File: config.mk
export PLATFORM = sky130hd
export DESIGN_NAME = regbank_top
export DESIGN_NICKNAME = d
export VERILOG_FILES = /design/src/regbank_pkg.sv /design/src/dvs_select.sv /design/src/button_event.sv /design/src/regbank_top.sv
export SDC_FILE = /design/constraint.sdc
export NUM_CORES = 1
export LEC_CHECK = 0
export BUFFER_PORTS_ARGS = -buffer_cell sky130_fd_sc_hd__buf_2
export CORE_MARGIN = 5
export CORE_UTILIZATION = 35
export CTS_CLUSTER_SIZE = 12
export DETAILED_ROUTE_END_ITERATION = 7
export PLACE_DENSITY = 0.62
export SYNTH_ARGS = -nofsm -noshare
export SYNTH_HDL_FRONTEND = slang
export SYNTH_HIERARCHICAL = 1
export SYNTH_SLANG_ARGS = --single-unit
File: constraint.sdc
create_clock -name clk -period 15.1 [get_ports clk]
set_clock_uncertainty 0.05 [all_clocks]
set_input_delay 4.53 -clock clk [delete_from_list [all_inputs] [get_ports clk]]
set_output_delay 4.53 -clock clk [all_outputs]
set_load 0.01 [all_outputs]
File: src/regbank_pkg.sv
// regulator control register bank: shared constants and carrier types
// assumes an 8-bit register port fed by the serial bus front end
package regbank_pkg;

	// =========================================================
	// sizes
	localparam int NUM_REG   = 10;  // regulators three to twelve
	localparam int NUM_DVS   = 2;   // switching regulators with two codes
	localparam int CODE_W    = 6;
	localparam int DATA_W    = 8;

	// =========================================================
	// register offsets
	localparam logic [7:0] OFS_REG3_PRIMARY   = 8'h30;
	localparam logic [7:0] OFS_REG3_SECONDARY = 8'h31;
	localparam logic [7:0] OFS_REG4_SECONDARY = 8'h41;
	localparam logic [7:0] OFS_REG13_ENABLE   = 8'hB1;
	localparam logic [7:0] OFS_BUTTON_CTRL    = 8'hC0;
	localparam logic [7:0] OFS_IRQ_SOURCE     = 8'hC1;
	localparam logic [7:0] OFS_BUTTON_STATUS  = 8'hC2;
	// voltage and control offsets per regulator, index 0 is regulator three
	localparam logic [NUM_REG-1:0][7:0] OFS_VOLT = {
		8'hA0, 8'h90, 8'h80, 8'h70, 8'h68, 8'h60, 8'h58, 8'h50, 8'h40, 8'h30};
	localparam logic [NUM_REG-1:0][7:0] OFS_CTRL = {
		8'hA1, 8'h91, 8'h81, 8'h71, 8'h69, 8'h61, 8'h59, 8'h51, 8'h42, 8'h32};
	localparam logic [NUM_DVS-1:0][7:0] OFS_SEC = {OFS_REG4_SECONDARY, OFS_REG3_SECONDARY};

	// =========================================================
	// field positions
	localparam int BIT_ON       = 7;
	localparam int BIT_OPTION   = 2;   // phase on switchers, discharge on linears
	localparam int BIT_FLT_EN   = 1;
	localparam int BIT_PGOOD    = 0;
	localparam int BIT_PRESS    = 7;
	localparam int BIT_RELEASE  = 6;
	localparam int BIT_LIVE     = 5;

	// =========================================================
	// reset values
	localparam logic [NUM_REG-1:0][CODE_W-1:0] RST_CODE = {
		6'h24, 6'h24, 6'h18, 6'h18, 6'h24, 6'h39, 6'h39, 6'h34, 6'h39, 6'h19};
	localparam logic [NUM_DVS-1:0][CODE_W-1:0] RST_SEC = {6'h39, 6'h19};
	localparam logic [NUM_REG-1:0] RST_ON     = 10'h38F;
	localparam logic [NUM_REG-1:0] RST_OPTION = 10'h3FF;
	localparam logic [NUM_REG-1:0] RST_FLT_EN = 10'h000;
	localparam logic               RST_REG13  = 1'b1;
	localparam logic [7:0]         IRQ_NONE   = 8'hFF;

	// =========================================================
	// carriers
	typedef struct packed {
		logic [7:0]        addr;
		logic [DATA_W-1:0] wdata;
		logic              wr;
		logic              rd;
	} reg_req_t;

	typedef struct packed {
		logic [DATA_W-1:0] rdata;
		logic              valid;
	} reg_rsp_t;

endpackage

File: src/dvs_select.sv
// per-regulator choice between primary and secondary voltage code
// assumes the bank select pin is synchronous to clk
`timescale 1ns/1ps
`default_nettype none
module dvs_select #(
	parameter int N = 2,
	parameter int W = 6
) (
	// clock and reset
	input  wire logic                 clk,
	input  wire logic                 rst,
	// codes and selector
	input  wire logic [N-1:0][W-1:0]  primary,
	input  wire logic [N-1:0][W-1:0]  secondary,
	input  wire logic                 bank_sel,
	// applied code
	output logic      [N-1:0][W-1:0]  applied
);
	typedef struct packed {
		logic [N-1:0][W-1:0] code;
	} dvs_state_t;

	dvs_state_t state_r;
	dvs_state_t state_nxt;

	// =========================================================
	// selection, one lane per regulator
	always_comb
	begin
		state_nxt = state_r;
		for (int i = 0; i < N; i++)
		begin
			state_nxt.code[i] = bank_sel ? secondary[i] : primary[i];
		end
	end

	// registered so the analog side never sees a mux glitch
	always_ff @(posedge clk or posedge rst)
	begin
		if (rst)
			state_r <= '0;
		else
			state_r <= state_nxt;
	end

	assign applied = state_r.code;
endmodule
`default_nettype wire

File: src/button_event.sv
// push-button edge detection with sticky press and release flags
// assumes the button input is already debounced and synchronous to clk
`timescale 1ns/1ps
`default_nettype none
module button_event (
	// clock and reset
	input  wire logic clk,
	input  wire logic rst,
	// button and enables
	input  wire logic push_button_input_n,
	input  wire logic press_en,
	input  wire logic release_en,
	input  wire logic flag_clear,
	// flags
	output logic      press_flag,
	output logic      release_flag,
	output logic      live,
	output logic      event_pulse
);
	typedef struct packed {
		logic prev;
		logic press;
		logic release_f;
		logic evt;
	} btn_state_t;

	btn_state_t state_r;
	btn_state_t state_nxt;
	logic       asserted;
	logic       rise;
	logic       fall;

	assign asserted = ~push_button_input_n;
	assign rise     = asserted & ~state_r.prev;
	assign fall     = ~asserted & state_r.prev;

	// =========================================================
	// a new edge wins over a clear landing in the same cycle
	always_comb
	begin
		state_nxt      = state_r;
		state_nxt.prev = asserted;
		if (flag_clear)
		begin
			state_nxt.press     = 1'b0;
			state_nxt.release_f = 1'b0;
		end
		if (rise && press_en)
			state_nxt.press = 1'b1;
		if (fall && release_en)
			state_nxt.release_f = 1'b1;
		state_nxt.evt = (rise && press_en) || (fall && release_en);
	end

	// prev resets as released, so a button held through reset gives a rise on the first cycle after it
	always_ff @(posedge clk or posedge rst)
	begin
		if (rst)
			state_r <= '0;
		else
			state_r <= state_nxt;
	end

	assign press_flag   = state_r.press;
	assign release_flag = state_r.release_f;
	assign live         = state_r.prev;
	assign event_pulse  = state_r.evt;
endmodule
`default_nettype wire

File: src/regbank_top.sv
// regulator control register bank: registers, fault capture, irq output
// assumes the serial front end issues one-cycle read and write strobes
// Operation
// A switching regulator applies its secondary code while the bank select pin is high.
// A switching regulator applies its primary code while the bank select pin is low.
// Bit seven of each control register, regulator thirteen included, turns it on or off.
// Bit two of a switching regulator's control register sets 180 degree phase.
// Bit one of each control register lets that regulator's faults raise interrupts.
// Bit zero reads the live power-good level and ignores writes.
// Bit two of a linear regulator's control register enables discharge when off.
// Each linear voltage register holds a six-bit code with two zero read-only top bits.
// Button control bit seven enables an interrupt on button press.
// Button control bit six enables an interrupt on button release.
// A read-only press flag goes to one once the press interrupt has fired.
// The irq source register names the block, reads 0xFF idle and returns to it after a read.
// Reserved bits read zero and writes to them are dropped.
// The shared interrupt output stays asserted while any enabled source is pending.
`timescale 1ns/1ps
`default_nettype none
module regbank_top
(
	// clock and reset
	input  wire logic                                  clk,
	input  wire logic                                  rst,
	// register port from the serial front end
	input  wire regbank_pkg::reg_req_t                 reg_req,
	output regbank_pkg::reg_rsp_t                      reg_rsp,
	// analog status
	input  wire logic [regbank_pkg::NUM_REG-1:0]       power_good,
	input  wire logic [regbank_pkg::NUM_REG-1:0]       regulator_fault,
	// pins
	input  wire logic                                  voltage_bank_select_pin,
	input  wire logic                                  push_button_input_n,
	output logic                                       irq_n,
	// regulator controls
	output logic [regbank_pkg::NUM_REG-1:0][regbank_pkg::CODE_W-1:0] output_voltage_code,
	output logic [regbank_pkg::NUM_REG-1:0]            regulator_on,
	output logic                                       reg13_on,
	output logic [regbank_pkg::NUM_DVS-1:0]            phase_shift,
	output logic [regbank_pkg::NUM_REG-1:0]            output_discharge_enable
);
	import regbank_pkg::*;

	typedef struct packed {
		logic [NUM_REG-1:0][CODE_W-1:0] primary_voltage_code;
		logic [NUM_DVS-1:0][CODE_W-1:0] secondary_voltage_code;
		logic [NUM_REG-1:0]             on;
		logic [NUM_REG-1:0]             option;
		logic [NUM_REG-1:0]             fault_irq_enable;
		logic [NUM_REG-1:0]             fault_pend;
		logic                           reg13_on;
		logic                           button_press_irq_enable;
		logic                           button_release_irq_enable;
		logic [7:0]                     irq_source_address;
		logic [DATA_W-1:0]              rdata;
		logic                           rvalid;
		logic                           irq_n;
		logic [NUM_REG-1:0][CODE_W-1:0] lin_code;
		logic [NUM_REG-1:0]             discharge;
	} bank_t;

	// switchers have no discharge path, so their lanes are masked off
	localparam logic [NUM_REG-1:0] LINEAR_MASK = {{(NUM_REG-NUM_DVS){1'b1}}, {NUM_DVS{1'b0}}};

	bank_t                          state_r;
	bank_t                          state_nxt;
	logic [NUM_DVS-1:0][CODE_W-1:0] dvs_code;
	logic                           button_press_irq_flag;
	logic                           release_flag;
	logic                           button_live;
	logic                           button_evt;
	logic                           status_read;
	logic [DATA_W-1:0]              rd_mux;
	logic [NUM_REG-1:0]             fault_evt;

	// =========================================================
	// submodules
	dvs_select #(
		.N (NUM_DVS),
		.W (CODE_W)
	) u_dvs (
		.clk       (clk),
		.rst       (rst),
		.primary   (state_r.primary_voltage_code[NUM_DVS-1:0]),
		.secondary (state_r.secondary_voltage_code),
		.bank_sel  (voltage_bank_select_pin),
		.applied   (dvs_code)
	);

	// reading button status clears its sticky flags
	assign status_read = reg_req.rd && (reg_req.addr == OFS_BUTTON_STATUS);

	button_event u_btn (
		.clk                 (clk),
		.rst                 (rst),
		.push_button_input_n (push_button_input_n),
		.press_en            (state_r.button_press_irq_enable),
		.release_en          (state_r.button_release_irq_enable),
		.flag_clear          (status_read),
		.press_flag          (button_press_irq_flag),
		.release_flag        (release_flag),
		.live                (button_live),
		.event_pulse         (button_evt)
	);

	// only faults with their enable set count as events
	assign fault_evt = regulator_fault & state_r.fault_irq_enable;

	// =========================================================
	// read multiplexer; unmapped addresses read zero
	always_comb
	begin
		rd_mux = '0;
		for (int i = 0; i < NUM_REG; i++)
		begin
			if (reg_req.addr == OFS_VOLT[i])
				rd_mux = {2'b00, state_r.primary_voltage_code[i]};
			if (reg_req.addr == OFS_CTRL[i])
				rd_mux = {state_r.on[i], 4'h0, state_r.option[i],
					state_r.fault_irq_enable[i], power_good[i]};
		end
		for (int j = 0; j < NUM_DVS; j++)
		begin
			if (reg_req.addr == OFS_SEC[j])
				rd_mux = {2'b00, state_r.secondary_voltage_code[j]};
		end
		case (reg_req.addr)
			OFS_REG13_ENABLE:  rd_mux = {state_r.reg13_on, 7'h00};
			OFS_BUTTON_CTRL:   rd_mux = {state_r.button_press_irq_enable,
				state_r.button_release_irq_enable, 6'h00};
			OFS_IRQ_SOURCE:    rd_mux = state_r.irq_source_address;
			OFS_BUTTON_STATUS: rd_mux = {button_press_irq_flag, release_flag,
				button_live, 5'h00};
			default:           ;
		endcase
	end

	// =========================================================
	// register writes, sticky fault capture and irq source tracking
	always_comb
	begin
		state_nxt        = state_r;
		state_nxt.rvalid = reg_req.rd;
		state_nxt.rdata  = reg_req.rd ? rd_mux : state_r.rdata;

		// host writes touch only the defined fields
		if (reg_req.wr)
		begin
			for (int i = 0; i < NUM_REG; i++)
			begin
				if (reg_req.addr == OFS_VOLT[i])
					state_nxt.primary_voltage_code[i] = reg_req.wdata[CODE_W-1:0];
				if (reg_req.addr == OFS_CTRL[i])
				begin
					state_nxt.on[i]               = reg_req.wdata[BIT_ON];
					state_nxt.option[i]           = reg_req.wdata[BIT_OPTION];
					state_nxt.fault_irq_enable[i] = reg_req.wdata[BIT_FLT_EN];
				end
			end
			for (int j = 0; j < NUM_DVS; j++)
			begin
				if (reg_req.addr == OFS_SEC[j])
					state_nxt.secondary_voltage_code[j] = reg_req.wdata[CODE_W-1:0];
			end
			if (reg_req.addr == OFS_REG13_ENABLE)
				state_nxt.reg13_on = reg_req.wdata[BIT_ON];
			if (reg_req.addr == OFS_BUTTON_CTRL)
			begin
				state_nxt.button_press_irq_enable   = reg_req.wdata[BIT_PRESS];
				state_nxt.button_release_irq_enable = reg_req.wdata[BIT_RELEASE];
			end
		end

		// reading a control register clears its pending fault
		if (reg_req.rd)
		begin
			for (int i = 0; i < NUM_REG; i++)
			begin
				if (reg_req.addr == OFS_CTRL[i])
					state_nxt.fault_pend[i] = 1'b0;
			end
			if (reg_req.addr == OFS_IRQ_SOURCE)
				state_nxt.irq_source_address = IRQ_NONE;
		end

		// events are applied last so they win over a same-cycle clear
		state_nxt.fault_pend = state_nxt.fault_pend | fault_evt;
		if (button_evt)
			state_nxt.irq_source_address = OFS_BUTTON_CTRL;
		for (int i = NUM_REG - 1; i >= 0; i--)
		begin
			if (fault_evt[i] && !state_r.fault_pend[i])
				state_nxt.irq_source_address = OFS_CTRL[i];
		end

		// linear regulators use their single code directly
		state_nxt.lin_code = state_nxt.primary_voltage_code;

		// discharge registered with the enable so the output never glitches
		state_nxt.discharge = state_nxt.option & LINEAR_MASK & ~state_nxt.on;

		// interrupt stays low while any enabled source is pending
		state_nxt.irq_n = ~(|(state_nxt.fault_pend & state_nxt.fault_irq_enable)
			| (button_press_irq_flag & state_r.button_press_irq_enable)
			| (release_flag & state_r.button_release_irq_enable)
			| button_evt);
	end

	// =========================================================
	// state register
	always_ff @(posedge clk or posedge rst)
	begin
		if (rst)
		begin
			state_r                           <= '0;
			state_r.primary_voltage_code      <= RST_CODE;
			state_r.lin_code                  <= RST_CODE;
			state_r.secondary_voltage_code    <= RST_SEC;
			state_r.on                        <= RST_ON;
			state_r.option                    <= RST_OPTION;
			state_r.fault_irq_enable          <= RST_FLT_EN;
			state_r.reg13_on                  <= RST_REG13;
			state_r.irq_source_address        <= IRQ_NONE;
			state_r.irq_n                     <= 1'b1;
			state_r.discharge                 <= RST_OPTION & LINEAR_MASK & ~RST_ON;
		end
		else
			state_r <= state_nxt;
	end

	// =========================================================
	// outputs; switcher codes come from the registered selector
	always_comb
	begin
		output_voltage_code                = state_r.lin_code;
		output_voltage_code[NUM_DVS-1:0]   = dvs_code;
	end

	assign reg_rsp.rdata             = state_r.rdata;
	assign reg_rsp.valid             = state_r.rvalid;
	assign irq_n                     = state_r.irq_n;
	assign regulator_on              = state_r.on;
	assign reg13_on                  = state_r.reg13_on;
	assign phase_shift               = state_r.option[NUM_DVS-1:0];
	assign output_discharge_enable   = state_r.discharge;
endmodule
`default_nettype wire

# Word level (Yosys, flattened, before mapping)
# Cells that the tools add are included.
# word_totals
reg_bits,159
wordCells,202
input_bits,42
output_inout_bits,93
# classes
n_bitwise,15
n_eq_ne,26
mux,83
n_reduce_logical,46
# ops
cell,count
two-way mux 8 bit,34
"== test 8 x 7 -> 1 bit, second input constant",13
"== test 8 bit, second input constant",10
two-way mux 1 bit,42
AND reduction 2 bit,17
one-hot mux 8 bit (4 select lines),1
bitwise AND 10 bit,3
two-way mux 30 bit,1
"== test 8 x 6 -> 1 bit, second input constant",3
nonzero test 12 bit,2
two-way mux 6 bit,3
logical AND 1 bit,13
zero test 1 bit,10
two-way mux 10 bit,1
inverter 10 bit,1
OR 10 bit,1
OR reduction 10 bit,1
bitwise AND 1 bit,4
nonzero test 2 bit,2
inverter 1 bit,3
OR 1 bit,3
two-way mux 2 bit,1
logical OR 1 bit,1

# Logic depth before layout (Yosys ltp)
# Gate-level depths: netlist (run 1).
# depth
depth_word,24
depth_mapped,9
depth_no_buf,6

# Hierarchy
# The synthesis (run 1) kept the hierarchy.
# modules_own_cells
mod,n_inst,area_each_um2,cells_per_inst,seq_area_each_um2
regbank_top,1,7795.0,704,3609.7
dvs_select,1,488.0,26,300.3
button_event,1,142.6,13,100.1

# Worst setup path after synthesis (run 1)
# Ideal clock, no wire load.
# synth_timing
path_type,input to register
start,input port reg_req[11] in the netlist's numbering
end,register irq_n (netlist name)
arrival_time_ns,6.323
cell_stages,7
required_time_ns,14.961
setup_ns,0.089
path_buffers,1
slack_ns,8.638
path_cell_list,or4b_4 buf_6 nor2_4 nand2_1 mux2_4 a221o_1 nor4b_2
# synth_rtl
item,line,source
"start, declared",regbank_top.sv:26,"input wire regbank_pkg::reg_req_t reg_req,"

==> summary.md, run 1 <==
| Metric | Value |
|---|---|
| CTS buffer count | `17` |
| Cells taking the most area after synthesis | `dfrtp_1, dfstp_2, mux2_2, buf_4, mux2_4` |
| Critical path class | `in2reg` |
| Post-Synth Simple-Gate Area | `13.62%` |
| Seq/Total Area, Yosys | `47.59%` |
| Hold path start | `state_r[83]` |
| Synth cell count leaders | `mux2_2, dfrtp_1, buf_4` |
| Actual slew at the worst max-slew pin | `0.9620 ns` |
| Tot GR Track Use | `19.39%` |
| Max Cap Viol | `0` |
| Hold-critical path depth | `2` |
| WP buf/inv | `1` |
| Cts hold-fix bufs | `0` |
| Worst-Skew Late Latency | `0.43 ns` |
| Worst-path cell chain | `buf_2, or4b_4, nor2_2, nand3_1, mux2_2, a222oi_1, nor4b_2` |
| Peak VDD IR | `0.05072 mV` |
| Share of layout cells above drive strength 1 | `47.11%` |
| Wire length per cell | `23.75 µm` |
| First-pass GRT wire length | `39100 µm` |
| Via Count | `6127` |
| Number of remaining DRC errors | `0` |
| Syn Area/Cell | `11.34 µm²` |
| Die Ht | `165.2 µm` |
| Mapped Cells | `743` |
| Top Ports | `135` |
| Area of the core | `0.02361 mm²` |
| Post-CTS setup buffers | `0` |
| Synth-to-Final Area Change | `11.00%` |
| Async set-reset flop share out of synthesis | `100.0%` |
| Total global routing overflow | `0` |
| Synth Area in Adders | `0%` |
| CTS Sinks | `157` |
| RSZ-0062 raised after global routing | `no` |
| FF-to-FF Start | `state_r[101]` |
| Post-DP HPWL | `19760 µm` |
| Synth Register Bits | `157` |
| Die width | `165.2 µm` |
| Max clock buf depth | `2` |
| Most common cell in the netlist | `mux2_2` |
| Worst R2R Setup Slack | `13.05 ns` |
| Initial core utilization | `35.68%` |
| Yosys cell types | `77` |
| Worst Path Max Fanout | `20` |
| Fmax | `146.0 MHz` |
| IO Port Bufs | `132` |
| Crit path max-delay family | `simple AND/OR/NAND/NOR gates` |
| R2R depth | `6` |
| H-Tree Depth | `4` |
| Crit share post-route | `45.35%` |
| DRT Pass-1 Iters | `5` |
| Hold Path End | `state_r[83]` |
| Routed Antenna Nets | `0` |
| Iter 0 DRT Violations | `527` |
| Setup WS pre-CTS | `7.873 ns` |
| Vias in the first global route | `6221` |
| Max_slew headroom | `35.87%` |
| Final wirelength | `26490 µm` |
| Vias per cell | `5.495` |
| Crit-path slowest cell | `or4b_4` |
| Largest family of logic cells by synthesized area | `multiplexers` |
| Top cell type's share of synthesized area | `27.32%` |
| Initial antenna violation count | `0` |
| XOR/XNOR Fraction of Synth Area | `0%` |
| CTS resizes | `0` |
| Class of the worst hold path | `reg2reg` |
| Nets | `825` |
| Leading area contributor after synthesis | `dfrtp_1` |
| Ys flop type | `dfrtp_1` |
| Synth warn | `6` |
| Die area | `0.02728 mm²` |
| Slew Limit Fails | `0` |
| Worst setup EP type | `register` |
| Synth Cell Area | `0.008426 mm²` |
| CTS clk-pin slew, worst paths | `0.07 ns` |
| WP data required | `15.39 ns` |
| Root Buffer | `clkbuf_16` |
| Crit path DAT | `7.14 ns` |
| CTS tree | `yes` |
| Startpoint types | `input pin` |
| Routability-driven placement congestion ratio | `0.9468` |
| Outcome | `finished clean` |
| Final setup viols | `0` |
| Filler cell count | `2367` |
| Pwr/cell area | `111.7 mW/mm²` |
| Post-route minimum period | `6.848 ns` |
| Inst Count DP | `1083` |
| Setup TNS | `0 ns` |
| Mux contribution to synthesized area | `16.78%` |
| Cell Rows | `56` |
| Final hold vios | `0` |
| Antenna Cells | `0` |
| Final non-filler cell total | `1115` |
| LEAKAGE | `4.298 nW` |
| Largest net degree at the start of global routing | `77` |
| Setup WS post-layout | `8.252 ns` |
| CP max stage delay | `0.61 ns` |
| Compound-Gate Fraction of Synth Area | `11.91%` |
| EDFF count, synth | `0` |
| Reg-to-reg endpoint | `state_r[83]` |
cell usage in the layout (no fill, tap or decap), types with 7 or more instances in the layout:
cell type / Yosys / layout
a21oi_1: 19 / 19
a221oi_1: 7 / 7
a22o_1: 14 / 14
a22oi_1: 18 / 18
buf_2: 11 / 132
buf_4: 80 / 8
clkbuf_16: 0 / 17
dfrtp_1: 92 / 92
dfstp_2: 65 / 65
inv_1: 15 / 14
mux2_2: 103 / 103
mux2_4: 12 / 12
nand2_1: 42 / 42
nand2b_1: 8 / 8
nand3_1: 34 / 34
nand3b_1: 8 / 8
nor2_1: 26 / 26
nor2b_1: 14 / 14
nor3_1: 9 / 9
o21ai_0: 22 / 22
routing by layer:
metal | track usage, % | wire [µm] | vias up
met1 | 26.62 | 11660 | 3105
li1 | - | - | 2736
met4 | 6.200 | 610 | 0
met3 | 4.939 | 2010 | 36
met5 | 0 | 0 | -
met2 | 30.05 | 12200 | 250
sequential cells by signal, summed over array words and instances, names as in the netlist, named ones only:
name and cells:
state_r 62, output_voltage_code 48, u_dvs/applied 12, reg_rsp 9, output_discharge_enable 8, regulator_on 8
phase_shift 2, irq_n 1, reg13_on 1, u_btn/event_pulse 1, u_btn/live 1, u_btn/press_flag 1
u_btn/release_flag 1
cell type report:
cell class	instances	area [µm²]	share of cell area [%]
timing repair buffer	140	720.7	7.706
tap	319	399.1	4.268
sequential	157	4010	42.88
multi-input combinational	452	3585	38.33
clock buffer	21	470.5	5.030
inverter	15	61.31	0.6555
clock inverter	11	106.4	1.137
cell families (layout without fill, tap and decap cells):
| logic type | count (synthesis) | count (layout) |
|---|---|---|
| and+or+nand+nor | 192 | 192 |
| DFF | 157 | 157 |
| AOI/OAI and AO/OA | 137 | 137 |
| buffers and inverters | 135 | 187 |
| muxes | 121 | 121 |
| other | 1 | 2 |
metrics by stage:
stage | hold WS, ns | util [%] | area, µm² | power, mW
6_report | 0.4493 | 39.61 | 9353 | 1.045
5_1_grt | 0.4594 | 39.61 | 9353 | 1.085
4_1_cts | 0.4474 | 39.61 | 9353 | 1.055
3_5_place_dp | 0.4373 | 37.17 | 8776 | 0.6328
3_3_place_gp | 0.4307 | 37.17 | 8776 | 0.6315
2_1_floorplan | 0.4060 | - | 8429 | 0.5927
where the power goes:
group	internal (mW)	total (mW)	switching, mW
Sequential	0.472	0.501	0.0292
Clock	0.241	0.418	0.176
Combinational	0.0536	0.126	0.0723
worst max path at each step:
stage / start / end / slack [ns] / cells past startpoint
5_1_grt: reg_req[10] / irq_n / 8.16 / 7
6_report: reg_req[10] / irq_n / 8.25 / 7
3_3_place_gp: reg_req[10] / irq_n / 7.92 / 7
4_1_cts: reg_req[10] / irq_n / 8.31 / 7
2_1_floorplan: rst / output_discharge_enable[2] / 6.85 / 1
3_5_place_dp: reg_req[10] / irq_n / 7.87 / 7
worst min-delay path, cell delays in order (launching register included):
cell,delay (ns)
dfstp_2,0.36
inv_1,0.05
o21ai_0,0.08
Note: power is estimated with default switching activity, not from simulation.
==> run 2: changes to the inputs <==
Clock period 15.1 ns to 7.1 ns, I/O delays scaled along.
==> summary.md, run 2 (synthesis gave the netlist of run 1 again) <==
| Metric | Value |
|---|---|
| Hold path start | `state_r[83] (unchanged)` |
| CP max stage delay | `0.61 ns (about the same)` |
| CTS buffer count | `17 (unchanged)` |
| Wire length per cell | `24.01 µm (was 23.75 µm)` |
| Synth-to-Final Area Change | `10.75% (was 11.00%)` |
| Setup TNS | `0 ns (unchanged)` |
| Max clock buf depth | `2 (unchanged)` |
| Worst-Skew Late Latency | `0.43 ns (about the same)` |
| Cts hold-fix bufs | `0 (unchanged)` |
| Most frequent cells in the layout | `buf_2, mux2_2, dfrtp_1, dfstp_2, nand2_1 (unchanged)` |
| Setup WS pre-CTS | `2.235 ns (was 7.873 ns)` |
| Via Count | `6177 (was 6127)` |
| Outcome | `finished clean (unchanged)` |
| Final hold slack | `0.4544 ns (was 0.4493 ns)` |
| Max Cap Viol | `0 (unchanged)` |
| Die area | `0.02728 mm² (unchanged)` |
| Initial antenna violation count | `0 (unchanged)` |
| Total global routing overflow | `0 (unchanged)` |
| Commonest non-fill, non-tap cell in the layout | `buf_2 (unchanged)` |
| Max reg flops | `62 (unchanged)` |
| Antenna Cells | `0 (unchanged)` |
| Routability-driven placement congestion ratio | `0.9503 (was 0.9468)` |
| Class of the worst hold path | `reg2reg (unchanged)` |
| Final setup viols | `0 (unchanged)` |
| RSZ-0062 raised after global routing | `no (unchanged)` |
| Crit share post-route | `63.35%` |
| Critical path class | `in2reg (unchanged)` |
| Top Ports | `135 (unchanged)` |
| Setup WS post-layout | `2.602 ns (was 8.252 ns)` |
| Peak VDD IR | `0.1091 mV (was 0.05072 mV)` |
| DRT Pass-1 Iters | `5 (unchanged)` |
| Vias per cell | `5.535 (was 5.495)` |
| Crit-path slowest cell | `or4b_4 (unchanged)` |
| CTS resizes | `0 (unchanged)` |
| Crit path DAT | `4.78 ns (was 7.14 ns)` |
| Number of remaining DRC errors | `0 (unchanged)` |
| Max_slew headroom | `35.95% (was 35.87%)` |
| Largest net degree at the start of global routing | `107 (was 77)` |
| Die width | `165.2 µm (unchanged)` |
| CTS Sinks | `157 (unchanged)` |
| Post-CTS setup buffers | `0 (unchanged)` |
| Share of layout cells above drive strength 1 | `47.18% (was 47.11%)` |
| Vias in the first global route | `6174 (was 6221)` |
| Pwr/cell area | `234.8 mW/mm² (was 111.7 mW/mm²)` |
| Tot GR Track Use | `19.96% (was 19.39%)` |
| Die Ht | `165.2 µm (unchanged)` |
| Post-route minimum period | `4.498 ns` |
| Power after layout | `2.191 mW (was 1.045 mW)` |
| Area of the core | `0.02361 mm² (unchanged)` |
| First-pass GRT wire length | `40050 µm (was 39100 µm)` |
| Initial core utilization | `35.68% (unchanged)` |
| LEAKAGE | `4.282 nW (was 4.298 nW)` |
| Top reg by flops | `state_r (unchanged)` |
| Final wirelength | `26790 µm (was 26490 µm)` |
| Post-DP HPWL | `19970 µm (was 19760 µm)` |
| FF-to-FF Start | `state_r[101] (unchanged)` |
| Worst Path Max Fanout | `20 (unchanged)` |
| Iter 0 DRT Violations | `571 (was 527)` |
| Slew Limit Fails | `0 (unchanged)` |
| IO Port Bufs | `132 (unchanged)` |
| CTS tree | `yes (unchanged)` |
| Startpoint types | `input pin (unchanged)` |
| Actual slew at the worst max-slew pin | `0.9607 ns (was 0.9620 ns)` |
| Cell Rows | `56 (unchanged)` |
| Final hold vios | `0 (unchanged)` |
| Crit path max-delay family | `simple AND/OR/NAND/NOR gates (unchanged)` |
| H-Tree Depth | `4 (unchanged)` |
| CTS clk-pin slew, worst paths | `0.06 ns (was 0.07 ns)` |
| Fmax | `222.3 MHz` |
| Worst-path cell chain | `buf_2, or4b_4, nor2_2, nand3_1, mux2_2, a222oi_1, nor4b_2 (unchanged)` |
| WP buf/inv | `1 (unchanged)` |
| Worst Setup SP | `reg_req[10] (unchanged)` |
| Worst setup EP type | `register (unchanged)` |
| Nets | `826 (was 825)` |
| WP data required | `7.38 ns (was 15.39 ns)` |
| Routed Antenna Nets | `0 (unchanged)` |
| Root Buffer | `clkbuf_16 (unchanged)` |
[run 2: worst reg2reg max path: cells and delay by family (launching register included)]
kind | cells | cell delay [ns]
DFF | 1 | 0.40
AOI/OAI and AO/OA | 2 | 0.32
and+or+nand+nor | 4 | 1.14
[run 2: per-layer routing]
metal | GRT usage [%] | part of all wire [%] | vias to the layer above
met3 | 4.418 | 7.2 | 37
met5 | 0 | 0 | -
met2 | 30.09 | 46 | 252
li1 | - | - | 2754
met4 | 5.936 | 2.3 | 0
met1 | 28.76 | 45 | 3134
[run 2: worst paths after layout]
| kind | endpoint | slack [ns] | depth (start not counted) |
|---|---|---|---|
| worst max-delay path | irq_n | 2.60 | 7 |
| worst min-delay path | state_r[83] | 0.45 | 2 |
| worst max register to register | state_r[83] | 5.11 | 6 |
| worst min register to register | state_r[83] | 0.45 | 2 |
| min in group asynchronous | u_btn/event_pulse | 1.58 | 2 |
| max in group asynchronous | output_voltage_code[50] | 3.99 | 3 |
[run 2: final cells by class]
type	count	area (µm²)
fill	2356	14280
multi-input combinational	452	3585
clock inverter	13	105.1
inverter	15	61.31
timing repair buffer	141	728.2
clock buffer	19	442.9
sequential	157	4010
tap	319	399.1
[run 2: metrics by stage]
stage | std cells | cell area [µm²] | util [%]
finish | 1116 | 9331 | 39.52
global route | 1116 | 9331 | 39.52
floorplan | 744 | 8429 | -
global placement | 1084 | 8783 | 37.20
CTS | 1116 | 9331 | 39.52
detailed placement | 1084 | 8783 | 37.20
[run 2: power by group]
part	leakage [nW]	total, mW	internal, mW	switching [mW]
logic	2.12	0.270	0.114	0.156
clock network	0.256	0.853	0.463	0.390
registers	1.90	1.07	1.00	0.0640
total	4.28	2.19	1.58	0.610
==> run 3: changes to the inputs <==
Settings changed: ABC_AREA from default to 1.
Clock period 7.1 ns to 4.43 ns, I/O delays scaled along.
==> summary.md, run 3 <==
| Metric | Value |
|---|---|
| Setup WS post-layout | `1.399 ns (was 2.602 ns)` |
| CTS tree | `yes (unchanged)` |
| Routed Antenna Nets | `0 (unchanged)` |
| Post-Synth Simple-Gate Area | `23.22% (was 13.62%)` |
| Synth Register Bits | `157 (unchanged)` |
| IO Port Bufs | `132 (unchanged)` |
| Class of the worst hold path | `reg2reg (unchanged)` |
| Synth Cell Area | `0.008158 mm² (was 0.008426 mm²)` |
| Critical path class | `in2reg (unchanged)` |
| Grt met1 use | `27.36% (was 28.76%)` |
| Largest net degree at the start of global routing | `54 (was 107)` |
| Pwr/cell area | `395.3 mW/mm² (was 234.8 mW/mm²)` |
| Post-CTS setup buffers | `0 (unchanged)` |
| WP data required | `4.69 ns (was 7.38 ns)` |
| Final hold slack | `0.4445 ns (was 0.4544 ns)` |
| Yosys cell types | `38 (was 77)` |
| Via Count | `6748 (was 6177)` |
| Max Cap Viol | `0 (unchanged)` |
| Mapped Cells | `1006 (was 743)` |
| Vias per cell | `4.883 (was 5.535)` |
| Nets | `1097 (was 826)` |
| Cell Rows | `55 (was 56)` |
| Peak VDD IR | `0.2731 mV (was 0.1091 mV)` |
| Final setup viols | `0 (unchanged)` |
| Outcome | `finished clean (unchanged)` |
| RSZ-0062 raised after global routing | `no (unchanged)` |
| Actual slew at the worst max-slew pin | `1.117 ns (was 0.9607 ns)` |
| Top cell type's share of synthesized area | `28.22% (was 27.32%)` |
| Top Ports | `135 (unchanged)` |
| Synth cell count leaders | `nand2_1, o21ai_0, inv_1 (was mux2_2, dfrtp_1, buf_4)` |
| DRT Pass-1 Iters | `5 (unchanged)` |
| XOR/XNOR Fraction of Synth Area | `0% (unchanged)` |
| Top reg by flops | `state_r (unchanged)` |
| Final hold vios | `0 (unchanged)` |
| Share of layout cells above drive strength 1 | `27.15% (was 47.18%)` |
| Tot GR Track Use | `18.89% (was 19.96%)` |
| Die Ht | `162.7 µm (was 165.2 µm)` |
| Cts hold-fix bufs | `0 (unchanged)` |
| Synth warn | `6 (unchanged)` |
| Synth Area in Adders | `0% (unchanged)` |
| Met3 usage in global routing | `4.682% (was 4.418%)` |
| Total global routing overflow | `0 (unchanged)` |
| Routability-driven placement congestion ratio | `0.8806 (was 0.9503)` |
| Worst-Skew Late Latency | `0.43 ns (about the same)` |
| Max reg flops | `62 (unchanged)` |
| Die width | `162.7 µm (was 165.2 µm)` |
| Fmax | `329.9 MHz` |
| Syn Area/Cell | `8.109 µm² (was 11.34 µm²)` |
| Worst Path Max Fanout | `6 (was 20)` |
| Seq/Total Area, Yosys | `49.16% (was 47.59%)` |
| Number of remaining DRC errors | `0 (unchanged)` |
| Startpoint types | `input pin (unchanged)` |
| Wire length per cell | `17.77 µm (was 24.01 µm)` |
| Setup TNS | `0 ns (unchanged)` |
| Ys flop type | `dfrtp_1 (unchanged)` |
| Synth-to-Final Area Change | `12.88% (was 10.75%)` |
| Initial core utilization | `35.81% (was 35.68%)` |
| Compound-Gate Fraction of Synth Area | `13.36% (was 11.91%)` |
| Root Buffer | `clkbuf_16 (unchanged)` |
| Initial antenna violation count | `2 (was 0)` |
| Die area | `0.02646 mm² (was 0.02728 mm²)` |
| Max_slew headroom | `25.47% (was 35.95%)` |
| Vias in the first global route | `6698 (was 6174)` |
| Most frequent cells in the layout | `nand2_1, buf_2, o21ai_0, inv_1, dfrtp_1 (was buf_2, mux2_2, dfrtp_1, dfstp_2, nand2_1)` |
| Final non-filler cell total | `1382 (was 1116)` |
| CTS buffer count | `17 (unchanged)` |
| Leading area contributor after synthesis | `dfrtp_1 (unchanged)` |
| Area of the core | `0.02278 mm² (was 0.02361 mm²)` |
| Crit path DAT | `3.29 ns (was 4.78 ns)` |
| Worst setup EP type | `register (unchanged)` |
| Crit share post-route | `68.42%` |
| Async set-reset flop share out of synthesis | `100.0% (unchanged)` |
| CTS clk-pin slew, worst paths | `0.07 ns (was 0.06 ns)` |
| Post-DP HPWL | `18990 µm (was 19970 µm)` |
| Cells taking the most area after synthesis | `dfrtp_1, dfstp_2, nand2_1, buf_4, o21ai_0 (was dfrtp_1, dfstp_2, mux2_2, buf_4, mux2_4)` |
| Post-route minimum period | `3.031 ns` |
| Setup WS pre-CTS | `1.033 ns (was 2.235 ns)` |
| Max clock buf depth | `2 (unchanged)` |
| GR Layer Usage met2 | `28.84% (was 30.09%)` |
| Busiest grt layer | `met2 (unchanged)` |
| EDFF count, synth | `0 (unchanged)` |
| First-pass GRT wire length | `38720 µm (was 40050 µm)` |
| Commonest non-fill, non-tap cell in the layout | `nand2_1 (was buf_2)` |
| Slew Limit Fails | `0 (unchanged)` |
| Final wirelength | `24560 µm (was 26790 µm)` |
| Most common cell in the netlist | `nand2_1 (was mux2_2)` |
| CTS resizes | `0 (unchanged)` |
| LEAKAGE | `4.387 nW (was 4.282 nW)` |
| Largest family of logic cells by synthesized area | `simple AND/OR/NAND/NOR gates (was multiplexers)` |
| Mux contribution to synthesized area | `0.1380% (was 16.78%)` |
| H-Tree Depth | `4 (unchanged)` |
| CTS Sinks | `157 (unchanged)` |
| Inst Count DP | `1349 (was 1084)` |
| Iter 0 DRT Violations | `582 (was 571)` |
-- run 3: cell types whose count changed after synthesis, moves of 14 or more --
cell     change
mux2_2     -102
inv_2       +17
inv_1       +87
nor2_1      +35
nor2b_1     -14
nand2_1    +244
o21ai_0     +82
-- run 3: worst max-delay path, cell delays in order --
cell and delay, ns:
buf_2 0.10, inv_2 0.05, nand3_1 0.28, nor2_1 0.19
nand2_1 0.09, nand3_1 0.10, a21oi_1 0.14, o211ai_1 0.11
a221oi_1 0.44, nand4_1 0.17, o21ai_1 0.22, nand2_1 0.07
-- run 3: final timing paths --
kind	slack, ns	endpoint	from	cells past startpoint
worst max-delay path	1.40	reg_rsp[4]	reg_req[11]	12
worst min-delay path	0.44	reg_rsp[7]	reg_rsp[7]	2
worst max register to register	2.53	reg_rsp[4]	output_voltage_code[15]	8
worst min register to register	0.44	reg_rsp[7]	reg_rsp[7]	2
max in group asynchronous	2.42	output_voltage_code[32]	rst	3
min in group asynchronous	0.76	u_btn/live	rst	2
-- run 3: metal layers --
metal / vias up / part of all wire, %
met5: - / 0.077
met4: 2 / 1.1
met3: 20 / 7.7
met2: 253 / 45
met1: 3228 / 46
li1: 3245 / -
-- run 3: logic make-up after synthesis --
| logic type | after synthesis |
|---|---|
| and+or+nand+nor | 436 |
| buffers and inverters | 224 |
| AOI/OAI and AO/OA | 187 |
| DFF | 157 |
| muxes | 1 |
| other | 1 |
-- run 3: area by class of cell --
| cell class | instances | area, µm² |
|---|---|---|
| Clock inverter | 11 | 180.2 |
| Clock buffer | 21 | 470.5 |
| Tap cell | 313 | 391.6 |
| Antenna cell | 1 | 2.502 |
| Multi-Input combinational cell | 626 | 3003 |
| Inverter | 119 | 450.4 |
| Fill cell | 2311 | 13570 |
| Sequential cell | 157 | 4010 |
| Timing Repair Buffer | 134 | 700.7 |
-- run 3: through the flow --
| stage | power [mW] | cell area (µm²) | util (%) |
|---|---|---|---|
| global placement | 2.059 | 8556 | 37.56 |
| floorplan | 1.943 | 8165 | - |
| finish | 3.640 | 9209 | 40.43 |
| detailed placement | 2.063 | 8556 | 37.56 |
| global route | 3.790 | 9206 | 40.42 |
| CTS | 3.668 | 9206 | 40.42 |
-- run 3: report_power, final --
part	internal [mW]	total, mW	switching [mW]
Clock	0.997	1.60	0.606
Combinational	0.120	0.348	0.228
Sequential	1.60	1.69	0.0876
